===== src/rtl/rtc_pkg.sv =====
// How it works
// - bit 9 sets status instrumentation bit
// - bit 8 sets status service request bit
// - bits 7,6,5,1 never touch status word
// - bit 4 forces broadcast bit, not cleared
// - received broadcast command also sets broadcast bit
// - bit 3 sets status busy bit
// - bit 2 sets status subsystem flag bit
// - bits 13,12,0 same as other layout
// - bits 11,10 are end interrupt masks; reset zero
// - base pointer holds block, buffer mode, size
// - disabled channel accepts no commands, but they still set or clear broadcast bit
// - self-test select one means channel A
// - masks gate receive/transmit end interrupts
// - protocol select low means this layout
`default_nettype none
package rtc_pkg;
    localparam int          ADDR_W          = 4;
    localparam logic [3:0]  OFF_CONTROL     = 4'h0;
    localparam logic [3:0]  OFF_BASE_PTR    = 4'h4;
    localparam logic [3:0]  OFF_IRQ_STATUS  = 4'h8;
    localparam logic [3:0]  OFF_IRQ_MASK    = 4'hC;
    localparam logic [15:0] CONTROL_RESET   = 16'h0000;
    localparam logic [15:0] BASE_PTR_RESET  = 16'h0000;
    localparam logic [15:0] BASE_PTR_MASK   = 16'hFFDF;
    localparam int          BIT_CHA_EN      = 15;
    localparam int          BIT_CHB_EN      = 14;
    localparam int          BIT_ST_EN       = 13;
    localparam int          BIT_ST_SEL      = 12;
    localparam int          BIT_RX_MASK     = 11;
    localparam int          BIT_TX_MASK     = 10;
    localparam int          BIT_INSTRUMENTATION_FLAG       = 9;
    localparam int          BIT_SERVICE_REQUEST_FLAG       = 8;
    localparam int          BIT_BCAST       = 4;
    localparam int          BIT_BUSY        = 3;
    localparam int          BIT_SUBSYS      = 2;
    localparam int          BIT_TFLAG       = 0;
    localparam int          IRQ_W           = 3;
    localparam int          IRQ_RX_END      = 0;
    localparam int          IRQ_TX_END      = 1;
    localparam int          IRQ_BCAST       = 2;
    localparam logic [2:0]  IRQ_RESET       = 3'h0;
endpackage : rtc_pkg
`default_nettype wire


===== src/rtl/rtc_control_reg.sv =====
`timescale 1ns/10ps
`default_nettype none
module rtc_control_reg (
    input  wire logic                     clk_sys,
    input  wire logic                     rst_n,
    input  wire logic                     wb_cyc_i,
    input  wire logic                     wb_stb_i,
    input  wire logic                     wb_we_i,
    input  wire logic [rtc_pkg::ADDR_W-1:0] wb_adr_i,
    input  wire logic [3:0]               wb_sel_i,
    input  wire logic [31:0]              wb_dat_i,
    output var  logic [31:0]              wb_dat_o,
    output var  logic                     wb_ack_o,
    input  wire logic                     protocol_select,
    input  wire logic                     cmd_valid_a,
    input  wire logic                     cmd_valid_b,
    input  wire logic                     broadcast_rx,
    input  wire logic                     rx_end_event,
    input  wire logic                     tx_end_event,
    output var  logic                     cmd_accept_a,
    output var  logic                     cmd_accept_b,
    output var  logic                     status_instrumentation,
    output var  logic                     status_service_request,
    output var  logic                     status_broadcast,
    output var  logic                     status_busy,
    output var  logic                     status_subsystem_flag,
    output var  logic                     status_terminal_flag,
    output var  logic [7:0]               status_a_bits,
    output var  logic                     selftest_enable,
    output var  logic                     selftest_channel_sel,
    output var  logic                     message_end_irq_n,
    output var  logic [15:6]              base_pointer_block,
    output var  logic                     base_pointer_single_buf,
    output var  logic [3:0]               base_pointer_buf_size,
    output var  logic                     irq
);
    import rtc_pkg::*;

    typedef struct packed {
        logic [15:0]      terminal_control;
        logic [15:0]      base_pointer;
        logic [IRQ_W-1:0] irq_mask;
        logic             bcast_seen;
        logic [31:0]      dat;
        logic             ack;
        logic             acc_a;
        logic             acc_b;
        logic             s_instrumentation_flag;
        logic             s_service_request_flag;
        logic             s_bcast;
        logic             s_busy;
        logic             s_subsys;
        logic             s_tflag;
        logic [7:0]       s_a_bits;
        logic             st_en;
        logic             st_sel;
        logic             eom_n;
        logic             irq;
    } rtc_state_t;

    rtc_state_t       state, next_state;
    logic [IRQ_W-1:0] irq_status;
    logic [IRQ_W-1:0] irq_set;
    logic [IRQ_W-1:0] irq_clr;
    logic             req;
    logic             wr_low;

    // ack takes one cycle; a new request only after ack fell
    assign req    = wb_cyc_i && wb_stb_i && !state.ack;
    assign wr_low = req && wb_we_i && wb_sel_i[0] && wb_sel_i[1];

    assign irq_set[IRQ_RX_END] = rx_end_event;
    assign irq_set[IRQ_TX_END] = tx_end_event;
    assign irq_set[IRQ_BCAST]  = broadcast_rx;
    assign irq_clr = (wr_low && wb_adr_i == OFF_IRQ_STATUS) ? wb_dat_i[IRQ_W-1:0] : '0;

    genvar gi;
    generate
        for (gi = 0; gi < IRQ_W; gi++) begin : g_sticky
            rtc_sticky_bit u_bit (
                .clk_sys   (clk_sys),
                .rst_n     (rst_n),
                .set_pulse (irq_set[gi]),
                .clr_pulse (irq_clr[gi]),
                .flag      (irq_status[gi])
            );
        end
    endgenerate

    always_comb begin
        logic [15:0] ctl;
        logic        mode_b;
        next_state     = state;
        ctl            = state.terminal_control;
        mode_b         = !protocol_select;
        next_state.ack = req;
        next_state.dat = 32'h0000_0000;
        // control and base pointer take 16 bits, irq mask 3; both low byte lanes must be selected
        if (wr_low) begin
            unique case (wb_adr_i)
                OFF_CONTROL: begin
                    next_state.terminal_control = wb_dat_i[15:0];
                end
                OFF_BASE_PTR: begin
                    next_state.base_pointer = wb_dat_i[15:0] & BASE_PTR_MASK;
                end
                OFF_IRQ_MASK: begin
                    next_state.irq_mask = wb_dat_i[IRQ_W-1:0];
                end
                default: begin
                end
            endcase
        end
        if (req && !wb_we_i) begin
            unique case (wb_adr_i)
                OFF_CONTROL:    next_state.dat = {16'h0000, state.terminal_control};
                OFF_BASE_PTR:   next_state.dat = {16'h0000, state.base_pointer};
                OFF_IRQ_STATUS: next_state.dat = {29'h0, irq_status};
                OFF_IRQ_MASK:   next_state.dat = {29'h0, state.irq_mask};
                default:        next_state.dat = 32'h0000_0000;
            endcase
        end
        // broadcast command latches until the next non-broadcast command
        if (broadcast_rx) begin
            next_state.bcast_seen = 1'b1;
        end else if (cmd_valid_a || cmd_valid_b) begin
            next_state.bcast_seen = 1'b0;
        end
        next_state.acc_a = cmd_valid_a && ctl[BIT_CHA_EN];
        next_state.acc_b = cmd_valid_b && ctl[BIT_CHB_EN];
        // reserved bits 7,6,5,1 reach no status output in this layout
        next_state.s_instrumentation_flag  = mode_b && ctl[BIT_INSTRUMENTATION_FLAG];
        next_state.s_service_request_flag  = mode_b && ctl[BIT_SERVICE_REQUEST_FLAG];
        next_state.s_bcast  = mode_b && (ctl[BIT_BCAST] || state.bcast_seen);
        next_state.s_busy   = mode_b && ctl[BIT_BUSY];
        next_state.s_subsys = mode_b && ctl[BIT_SUBSYS];
        next_state.s_tflag  = ctl[BIT_TFLAG];
        // other layout passes bits 9..2 as raw status bits
        next_state.s_a_bits = mode_b ? 8'h00 : ctl[9:2];
        next_state.st_en    = ctl[BIT_ST_EN];
        next_state.st_sel   = ctl[BIT_ST_SEL];
        next_state.eom_n    = !((rx_end_event && ctl[BIT_RX_MASK]) ||
                                (tx_end_event && ctl[BIT_TX_MASK]));
        next_state.irq      = |(irq_status & state.irq_mask);
    end

    always_ff @(posedge clk_sys or negedge rst_n) begin
        if (!rst_n) begin
            state                  <= '0;
            state.terminal_control <= CONTROL_RESET;
            state.base_pointer     <= BASE_PTR_RESET;
            state.irq_mask         <= IRQ_RESET;
            state.eom_n            <= 1'b1;
        end else begin
            state <= next_state;
        end
    end

    assign wb_dat_o                = state.dat;
    assign wb_ack_o                = state.ack;
    assign cmd_accept_a            = state.acc_a;
    assign cmd_accept_b            = state.acc_b;
    assign status_instrumentation  = state.s_instrumentation_flag;
    assign status_service_request  = state.s_service_request_flag;
    assign status_broadcast        = state.s_bcast;
    assign status_busy             = state.s_busy;
    assign status_subsystem_flag   = state.s_subsys;
    assign status_terminal_flag    = state.s_tflag;
    assign status_a_bits           = state.s_a_bits;
    assign selftest_enable         = state.st_en;
    assign selftest_channel_sel    = state.st_sel;
    assign message_end_irq_n       = state.eom_n;
    assign base_pointer_block      = state.base_pointer[15:6];
    assign base_pointer_single_buf = state.base_pointer[4];
    assign base_pointer_buf_size   = state.base_pointer[3:0];
    assign irq                     = state.irq;
endmodule : rtc_control_reg
`default_nettype wire


===== src/rtl/rtc_sticky_bit.sv =====
`timescale 1ns/10ps
`default_nettype none
module rtc_sticky_bit (
    input  wire logic clk_sys,
    input  wire logic rst_n,
    input  wire logic set_pulse,
    input  wire logic clr_pulse,
    output var  logic flag
);
    import rtc_pkg::*;
    typedef struct packed {
        logic flag;
    } rtc_sticky_t;
    rtc_sticky_t state, next_state;
    always_comb begin
        next_state = state;
        // set wins over a clear in the same cycle
        if (set_pulse) begin
            next_state.flag = 1'b1;
        end else if (clr_pulse) begin
            next_state.flag = 1'b0;
        end
    end
    always_ff @(posedge clk_sys or negedge rst_n) begin
        if (!rst_n) begin
            state <= '0;
        end else begin
            state <= next_state;
        end
    end
    assign flag = state.flag;
endmodule : rtc_sticky_bit
`default_nettype wire


===== config.mk =====
export PLATFORM = sky130hd
export DESIGN_NAME = rtc_control_reg
export DESIGN_NICKNAME = d
export VERILOG_FILES = /design/src/rtl/rtc_pkg.sv /design/src/rtl/rtc_control_reg.sv /design/src/rtl/rtc_sticky_bit.sv
export SDC_FILE = /design/constraint.sdc
export NUM_CORES = 1
export LEC_CHECK = 0
export ABC_CLOCK_PERIOD_IN_PS = 1560
export BUFFER_PORTS_ARGS = -buffer_cell sky130_fd_sc_hd__clkbuf_2
export CAP_MARGIN = 30
export CELL_PAD_IN_SITES_DETAIL_PLACEMENT = 0
export CELL_PAD_IN_SITES_GLOBAL_PLACEMENT = 1
export CORE_MARGIN = 3
export CORE_UTILIZATION = 30
export CTS_CLUSTER_DIAMETER = 30
export DETAILED_ROUTE_END_ITERATION = 16
export GPL_ROUTABILITY_DRIVEN = 1
export PLACE_DENSITY = 0.76
export SETUP_SLACK_MARGIN = 0.15
export SYNTH_ARGS = -nofsm -noshare
export SYNTH_HDL_FRONTEND = slang
export SYNTH_SLANG_ARGS = --single-unit

===== constraint.sdc =====
create_clock -name clk_sys -period 1.56 [get_ports clk_sys]
set_input_delay 0.234 -clock clk_sys [delete_from_list [all_inputs] [get_ports clk_sys]]
set_output_delay 0.234 -clock clk_sys [all_outputs]
set_load 0.01 [all_outputs]

* Word level (Yosys, flattened, before mapping) *
Cells that the tools add are included.
W data, S select, Z words.

word-level totals
  bits in registers = 91
  input port bits = 51
  logic and storage cells = 70

cells by class
  eq/ne operators = 3
  multiplexer cells = 12
  bitwise gates (word level) = 1
  reduce and logical (&&, ||, !) cells = 32

operators with widths
  operator              count
  $pmux W16 S4          1
  $logic_and A1 B1 Y1   16
  $mux W16              1
  $eq A4 B4 Y1 const B  2
  $mux W1               8
  $mux W8               1
  $reduce_bool A2 Y1    4
  $reduce_and A2 Y1     3
  $eq A4 B3 Y1 const B  1
  $logic_not A1 Y1      4
  $logic_not A4 Y1      1
  $and A3 B3 Y3         1
  $logic_or A1 B1 Y1    3
  $mux W3               1
  $reduce_or A3 Y1      1

* Longest topological paths before layout *
Gate-level depths: netlist of the first run.

  word-level depth = 9
  depth in mapped cells = 6
  gate-level depth less buffers = 4

* By module *
From an unflattened synthesis of the first run, not the netlist that was laid out.

unflattened totals
  cell total of the unflattened synthesis = 252
  area, all modules = 3285.7 sq um

modules (own cells, without submodules)
  module           instances  cells an instance  area an instance (sq um)  seq. area each (sq um)
  rtc_control_reg  1          243                3176.8                    1803.0
  rtc_sticky_bit   3          3                  36.3                      25.0

* Worst setup path after synthesis of the first run *
OpenSTA, ideal clock, no wires.

  kind = in2reg
  start = in wb_adr_i[2] (netlist bit)
  end = reg state (netlist bit next_state[2])
  setup time = 127 ps
  arrival time = 1515 ps
  data required time = 1433 ps
  setup slack = -83 ps
  cell stages on the path = 6
  path buffers = 3
  cell sequence = buf_6 -> nor4_4 -> and3_1 -> buf_4 -> buf_8 -> mux2_1

between the ends
  word-level cells in the longest chain between the ends = 2

ends and longest elaborated chain
  what                         RTL line                source
  from (decl)                  rtc_control_reg.sv:9    input wire logic [rtc_pkg::ADDR_W-1:0] wb_adr_i,
  $logic_not A4 Y1             rtc_control_reg.sv:100  unique case (wb_adr_i)
  $reduce_and A2 Y1 (no line)  -
  to (signal assigned)         rtc_control_reg.sv:155  state <= next_state;
  to (decl)                    rtc_control_reg.sv:61   rtc_state_t state, next_state;

Every way passes these cells.
A chain may end at the register's enable or synchronous reset.

==> results of run 1 <==
-- kinds of logic (layout without fill, tap and decap cells) --
family | count (synthesis) | count (layout) | share of synthesized area [%]
AOI/OAI and AO/OA | 23 | 23 | 5.14
buffers and inverters | 66 | 120 | 14.9
DFF | 75 | 75 | 57.6
muxes | 37 | 37 | 12.8
other | 1 | 16 | 0.115
and+or+nand+nor | 50 | 50 | 9.48
-- Yosys cell counts (3+ instances only) --
library cell	number
sky130_fd_sc_hd__nand4_1	4
sky130_fd_sc_hd__nand2_1	4
sky130_fd_sc_hd__mux2_1	10
sky130_fd_sc_hd__a21o_1	3
sky130_fd_sc_hd__mux2_2	27
sky130_fd_sc_hd__a21oi_1	3
sky130_fd_sc_hd__dfrtp_1	74
sky130_fd_sc_hd__a22oi_1	16
sky130_fd_sc_hd__nor2_1	14
sky130_fd_sc_hd__and2_1	10
sky130_fd_sc_hd__nor2b_1	7
sky130_fd_sc_hd__and3_1	3
sky130_fd_sc_hd__clkbuf_1	5
sky130_fd_sc_hd__buf_4	56
-- state kept, by name, summed over array words and instances, names as in the netlist, 3 cells and up --
name / flops
base_pointer_block: 10
base_pointer_buf_size: 4
g_sticky.u_bit.flag: 3
next_state: 3
state: 17
status_a_bits: 8
wb_dat_o: 16
-- through the flow --
step / setup TNS [ns] / cell area, um^2 / util [%]
after floorplan: 0 / 3340 / -
after global placement: -0.0760 / 3580 / 34.2
after detailed placement: -0.493 / 3580 / 34.2
after CTS: 0 / 3910 / 37.4
after global routing: -0.00444 / 3970 / 38.0
final: 0 / 3970 / 38.0
-- what timing repair did --
action,CTS,global route
endpoints found under the hold margin,20,0
hold buffers,1,0
gates cloned,1,0
endpoints found under the setup margin,40,49
resized for setup,31,17
-- worst max-delay path, cell delays in order (launching register included) --
cell and delay [ns]:
sky130_fd_sc_hd__dfrtp_1 0.37, sky130_fd_sc_hd__nand3b_1 0.21, sky130_fd_sc_hd__inv_2 0.11, sky130_fd_sc_hd__and3_4 0.24, sky130_fd_sc_hd__buf_12 0.15, sky130_fd_sc_hd__mux2_4 0.31
-- final cells by class --
| type | instances | area [um^2] | area share [%] |
|---|---|---|---|
| inverters | 2 | 7.51 | 0.189 |
| well taps | 136 | 170 | 4.28 |
| clock buffers | 9 | 124 | 3.12 |
| clock inverters | 7 | 82.6 | 2.08 |
| repair buffers | 102 | 621 | 15.6 |
| multi-input cells | 126 | 1090 | 27.5 |
| flip-flops and latches | 75 | 1880 | 47.3 |
-- how the worst max path moves through the flow --
stage	depth (start not counted)	endpoint	slack, ns
3_3_place_gp	5	state[77]	-0.009
2_1_floorplan	6	base_pointer_block[10]	0.02
5_1_grt	5	state[83]	-0.003
3_5_place_dp	5	base_pointer_buf_size[3]	-0.06
4_1_cts	5	state[87]	0.06
6_report	5	state[87]	0.06
-- cell usage in the layout, fill, tap and decap left out, types with 7 or more instances in the layout --
master / count
sky130_fd_sc_hd__clkbuf_2: 83
sky130_fd_sc_hd__dfrtp_1: 74
sky130_fd_sc_hd__nor2_1: 14
sky130_fd_sc_hd__mux2_4: 33
sky130_fd_sc_hd__and2_1: 10
sky130_fd_sc_hd__nor2b_1: 7
sky130_fd_sc_hd__buf_4: 11
sky130_fd_sc_hd__conb_1: 16
sky130_fd_sc_hd__clkbuf_8: 9
sky130_fd_sc_hd__a22oi_1: 16
-- where the power goes --
| group | internal [mW] | leakage [nW] | switching [mW] |
|---|---|---|---|
| combinational | 0.146 | 0.884 | 0.168 |
| clock | 0.766 | 0.0988 | 0.780 |
| sequential | 2.00 | 1.02 | 0.0377 |
-- metal layers --
metal	wire length [um]	up-vias	global-route usage (%)	share of wire, %
li1	-	918	-	-
met1	3040	995	14.5	43
met2	3610	63	20.4	50
met3	415	9	4.19	5.8
met4	85	0	3.69	1.2
met5	0	-	0	0
==> flow_summary_export.csv, run 1 <==
group,metric,value,unit
grt,vias_in_the_first_global_route,2037,
hold_path,timing.hold.worst_path_depth,2,
floorplan,num_io_pins,119,
power,power.total,3.90,mW
outcome,run_status,"finished, final reports clean",
grt,grt_pass1_wl,10800,um
clock_tree,clock_tree_from_tritoncts,"done",
logic_synthesis,synth.lib_cells_used.distinct,28,
clock_tree,h_tree_levels,3,
setup_path,timing.setup.critical_path_class,"reg -> reg",
setup_path,r2r_start,"wb_ack_o",
hold_path,worst_hold_path_type,"in -> reg",
cells_and_area,final_nets,367,
placement,finalWeightedCongestion,0.811,
route,detail_route.wl_per_cell,15.6,um
route,antenna_left,0,
sta,slew_viols_final,0,
power,power.ir.vdd_worst,0.000340,V
sta,whs,0.0545,ns
logic_synthesis,synthesis.area_per_instance,12.9,um^2
grt,grt_antenna_before_repair,0,
hold_path,holdCritStartpoint,"tx_end_event",
clock_tree,clk_pin_slew_worst_paths,0.08,ns
logic_synthesis,yosysWarningCount,0,
floorplan,fp.dieW,110,um
power,leakage,2.00,nW
grt,grt_max_degree,42,
floorplan,initial_core_util,31.2,%
cells_and_area,flow.area_growth_from_synthesis,21.9,%
setup_path,cp-startpoint,"wb_ack_o",
logic_synthesis,yosys-top-cells-area,"sky130_fd_sc_hd__dfrtp_1 (57%), sky130_fd_sc_hd__buf_4 (13%), sky130_fd_sc_hd__mux2_2 (9.3%)",
placement,portBuffers,84,
sta,min_period,1.50,ns
route,firstDrtPassIters,4,
cells_and_area,layout-drive-gt1-share,50.8,%
sta,final-hold-violation-count,0,
logic_synthesis,synth_ff_type,"sky130_fd_sc_hd__dfrtp_1",
logic_synthesis,yosysTopAreaCellShare,56.8,%
setup_path,crit_path_max_fanout,7,
logic_synthesis,synthesis.area,0.00326,mm^2
grt,globalRouteOverflowTotal,0,
route,postRouteWirelength,7150,um
clock_tree,clk_latency,0.35,ns
grt,grt_use_total,12.1,%
cells_and_area,fillCellCount,1030,
cells_and_area,num_antenna_cells,0,
logic_synthesis,postSynth.asyncResetShare,100,%
setup_path,ff2ff_setup_slack,0.06,ns
clock_tree,cts_max_path_buffers,2,
sta,rsz0062_at_grt,"yes",
route,route.vias.total,1985,
placement,place.detailed.instances,439,
sta,max_clock_freq,666,MHz
setup_path,required,1.79,ns
logic_synthesis,netlist_instances,252,
placement,dp_slack,-0.0553,ns
hold_path,hold_path_end,"message_end_irq_n",
floorplan,die_h,110,um
clock_tree,cts_setup_buffers,0,
logic_synthesis,synth_edf_count,0,
setup_path,critPathLaunchType,"flip-flop",
placement,dp_hpwl,4980,um
job,maxCapViolations,0,
sta,final.period_utilization,96.3,%
sta,fin_skew,0.0114,ns
setup_path,reg2reg_path_depth,5,
sta,layout_setup_ws,0.0580,ns
power,cellPowerDensity,981,mW/mm^2
floorplan,design.die.area,0.0122,mm^2
clock_tree,clockRootBuffer,"sky130_fd_sc_hd__clkbuf_8",
sta,report.final.setup_viol,0,
logic_synthesis,yosys.area.top_type,"sky130_fd_sc_hd__dfrtp_1",
logic_synthesis,synth.yosys.seq_area_share,57.6,%
logic_synthesis,synth-seq-cells,75,
floorplan,placementRows,37,
clock_tree,cts-buffers-inserted,9,
route,drcViolationCount,0,
setup_path,data_arrival_time_at_the_worst_slack_endpoint,1.73,ns
clock_tree,clock-sinks,75,
floorplan,coreArea,0.0105,mm^2
route,detail_route.vias_per_cell,4.34,
route,drt_iter0_drc,69,
setup_path,critical_path.reg2reg.endpoint,"state[87]",
cells_and_area,finish.cell_count_without_fillers,457,
setup_path,setup.worst_path.end_class,"flip-flop",
(Power assumes the default switching activity.)
==> run 2, diff against run 1 <==
- ABC_CLOCK_PERIOD_IN_PS: 1560 -> 1800
- PLACE_DENSITY: 0.76 -> 0.74
- clock period: 1.56 -> 1.8 ns (I/O delays scaled with it)
==> run 2 against run 1 <==
Maximum frequency down 4.2%. Global-route usage decreased by 0.18 points. Critical path depth unchanged. Sequential cell count unchanged. Largest cell class unchanged. Highest routed layer unchanged. Clock power fell by 30%. Critical path type unchanged.
==> flow_summary_export.csv, run 2 (synthesis gave the netlist of run 1 again) <==
group,metric,value,unit
outcome,run_status,"finished, final reports clean",
setup_path,ff2ff_setup_slack,0.23,ns
hold_path,worst_hold_path_type,"in -> reg",
power,share_comb_of_total_power,7.8,%
setup_path,reg2reg_path_depth,5,
route,detail_route.vias_per_cell,4.35,
route,postRouteWirelength,6890,um
job,maxCapViolations,0,
power,leakage,1.92,nW
setup_path,timing.setup.critical_path_class,"reg -> reg",
floorplan,design.die.area,0.0122,mm^2
setup_path,cp_slowest_stage_delay,0.38,ns
clock_tree,clockRootBuffer,"sky130_fd_sc_hd__clkbuf_8",
power,switching_share_of_power,24.8,%
setup_path,last_element_of_the_critical_path,"state[75]",
grt,globalRouteOverflowTotal,0,
grt,grt_use_total,11.9,%
setup_path,r2r_start,"wb_ack_o",
sta,rsz0062_at_grt,"no",
setup_path,worstPathCellList,"nand3b_1 > inv_1 > and3_1 > buf_4 > mux2_2",
setup_path,cp-startpoint,"wb_ack_o",
route,drt_iter0_drc,57,
cells_and_area,num_antenna_cells,0,
clock_tree,clk_latency,0.34,ns
sta,final-hold-violation-count,0,
cells_and_area,final_nets,362,
floorplan,fp.dieW,110,um
sta,min_period,1.57,ns
cells_and_area,layout_common_cells,"sky130_fd_sc_hd__clkbuf_2 (83), sky130_fd_sc_hd__dfrtp_1 (74), sky130_fd_sc_hd__mux2_2 (27)",
setup_path,setup.worst_path.end_class,"flip-flop",
clock_tree,clock-sinks,75,
setup_path,data_arrival_time_at_the_worst_slack_endpoint,1.79,ns
placement,finalWeightedCongestion,0.816,
sta,layout_setup_ws,0.232,ns
power,power.ir.vdd_worst,0.000270,V
route,antenna_left,0,
sta,tns,0,ns
floorplan,coreArea,0.0105,mm^2
route,firstDrtPassIters,4,
sta,max_clock_freq,638,MHz
power,seq_power_share,57.0,%
setup_path,critical-path-slowest-cell,"sky130_fd_sc_hd__dfrtp_1",
placement,place.detailed.instances,435,
sta,final.period_utilization,87.1,%
grt,grt_pass1_wl,10500,um
clock_tree,cts_max_path_buffers,2,
floorplan,die_h,110,um
power,intPower,2.33,mW
cells_and_area,largest_register_ff_count,17,
setup_path,critPathLaunchType,"flip-flop",
cells_and_area,final_common_cell,"sky130_fd_sc_hd__clkbuf_2",
cells_and_area,flow.area_growth_from_synthesis,14.2,%
power,netSwitchingPower,0.768,mW
route,route.vias.total,1965,
cells_and_area,stdcell_area,0.00372,mm^2
grt,grt_max_degree,38,
route,detail_route.wl_per_cell,15.3,um
power,clkPwrFrac,35.2,%
floorplan,num_io_pins,119,
route,drcViolationCount,0,
placement,dp_hpwl,4990,um
cells_and_area,layout-drive-gt1-share,45.3,%
sta,slew_viols_final,0,
clock_tree,h_tree_levels,3,
grt,grt_antenna_before_repair,0,
setup_path,crit_path_max_fanout,10,
cells_and_area,largest_register,"state",
sta,report.final.setup_viol,0,
hold_path,timing.hold.worst_path_depth,2,
floorplan,placementRows,37,
clock_tree,cts_setup_buffers,0,
setup_path,required,2.02,ns
setup_path,critical_path.reg2reg.endpoint,"state[75]",
placement,portBuffers,84,
grt,vias_in_the_first_global_route,1954,
clock_tree,cts-buffers-inserted,9,
placement,placedInstanceArea,0.00355,mm^2
power,cellPowerDensity,832,mW/mm^2
clock_tree,clk_pin_slew_worst_paths,0.07,ns
floorplan,initial_core_util,31.2,%
clock_tree,clock_tree_from_tritoncts,"done",
cells_and_area,finish.cell_count_without_fillers,452,
sta,fin_skew,0.0118,ns
placement,dp_slack,0.139,ns
run 2: layer usage:
layer	vias up	track usage [%]	share of wire, %
li1	909	-	-
met1	981	15.3	44
met2	65	18.6	48
met3	10	2.50	6.1
met4	0	6.95	2.3
met5	-	0	0
run 2: stage by stage:
step                utilization [%]  power [mW]  hold slack, ns
finish                         35.6        3.10          0.0959
global route                   35.6        3.27          0.0955
CTS                            35.5        3.16          0.0815
detailed placement             33.9        2.04           0.265
global placement               33.9        2.04           0.265
floorplan                         -        1.94         -0.0256
run 2: what timing repair did:
item / in CTS / in global routing
gates resized for setup: 0 / 1
hold endpoints to repair: 35 / 0
hold buffers: 1 / 0
endpoints found under the setup margin: 0 / 1
run 2: critical path: cells and delay by family (launching register included):
family / cells / cell delay (ns)
and+or+nand+nor: 2 / 0.38
muxes: 1 / 0.35
DFF: 1 / 0.38
buffers and inverters: 2 / 0.34
run 2: cell type report:
cell class / count / area [um^2]
Clock inverter: 5 / 30.0
Clock buffer: 11 / 131
Timing Repair Buffer: 97 / 548
Fill cell: 1064 / 6740
Sequential cell: 75 / 1880
Multi-Input combinational cell: 126 / 958
Inverter: 2 / 7.51
Tap cell: 136 / 170
run 2: worst min path at each step:
stage	from	endpoint	slack (ns)
6_report	tx_end_event	message_end_irq_n	0.1
5_1_grt	tx_end_event	message_end_irq_n	0.1
4_1_cts	tx_end_event	message_end_irq_n	0.08
3_5_place_dp	rst_n	irq	0.27
3_3_place_gp	rst_n	irq	0.26
2_1_floorplan	rst_n	base_pointer_block[10]	-0.03
run 2: power by group through the flow:
stage	clock, mW	sequential (mW)	combinational [mW]
floorplan	0	1.80	0.146
global placement	0	1.80	0.243
detailed placement	0	1.80	0.246
CTS	1.15	1.77	0.248
global route	1.22	1.77	0.276
finish	1.09	1.76	0.243
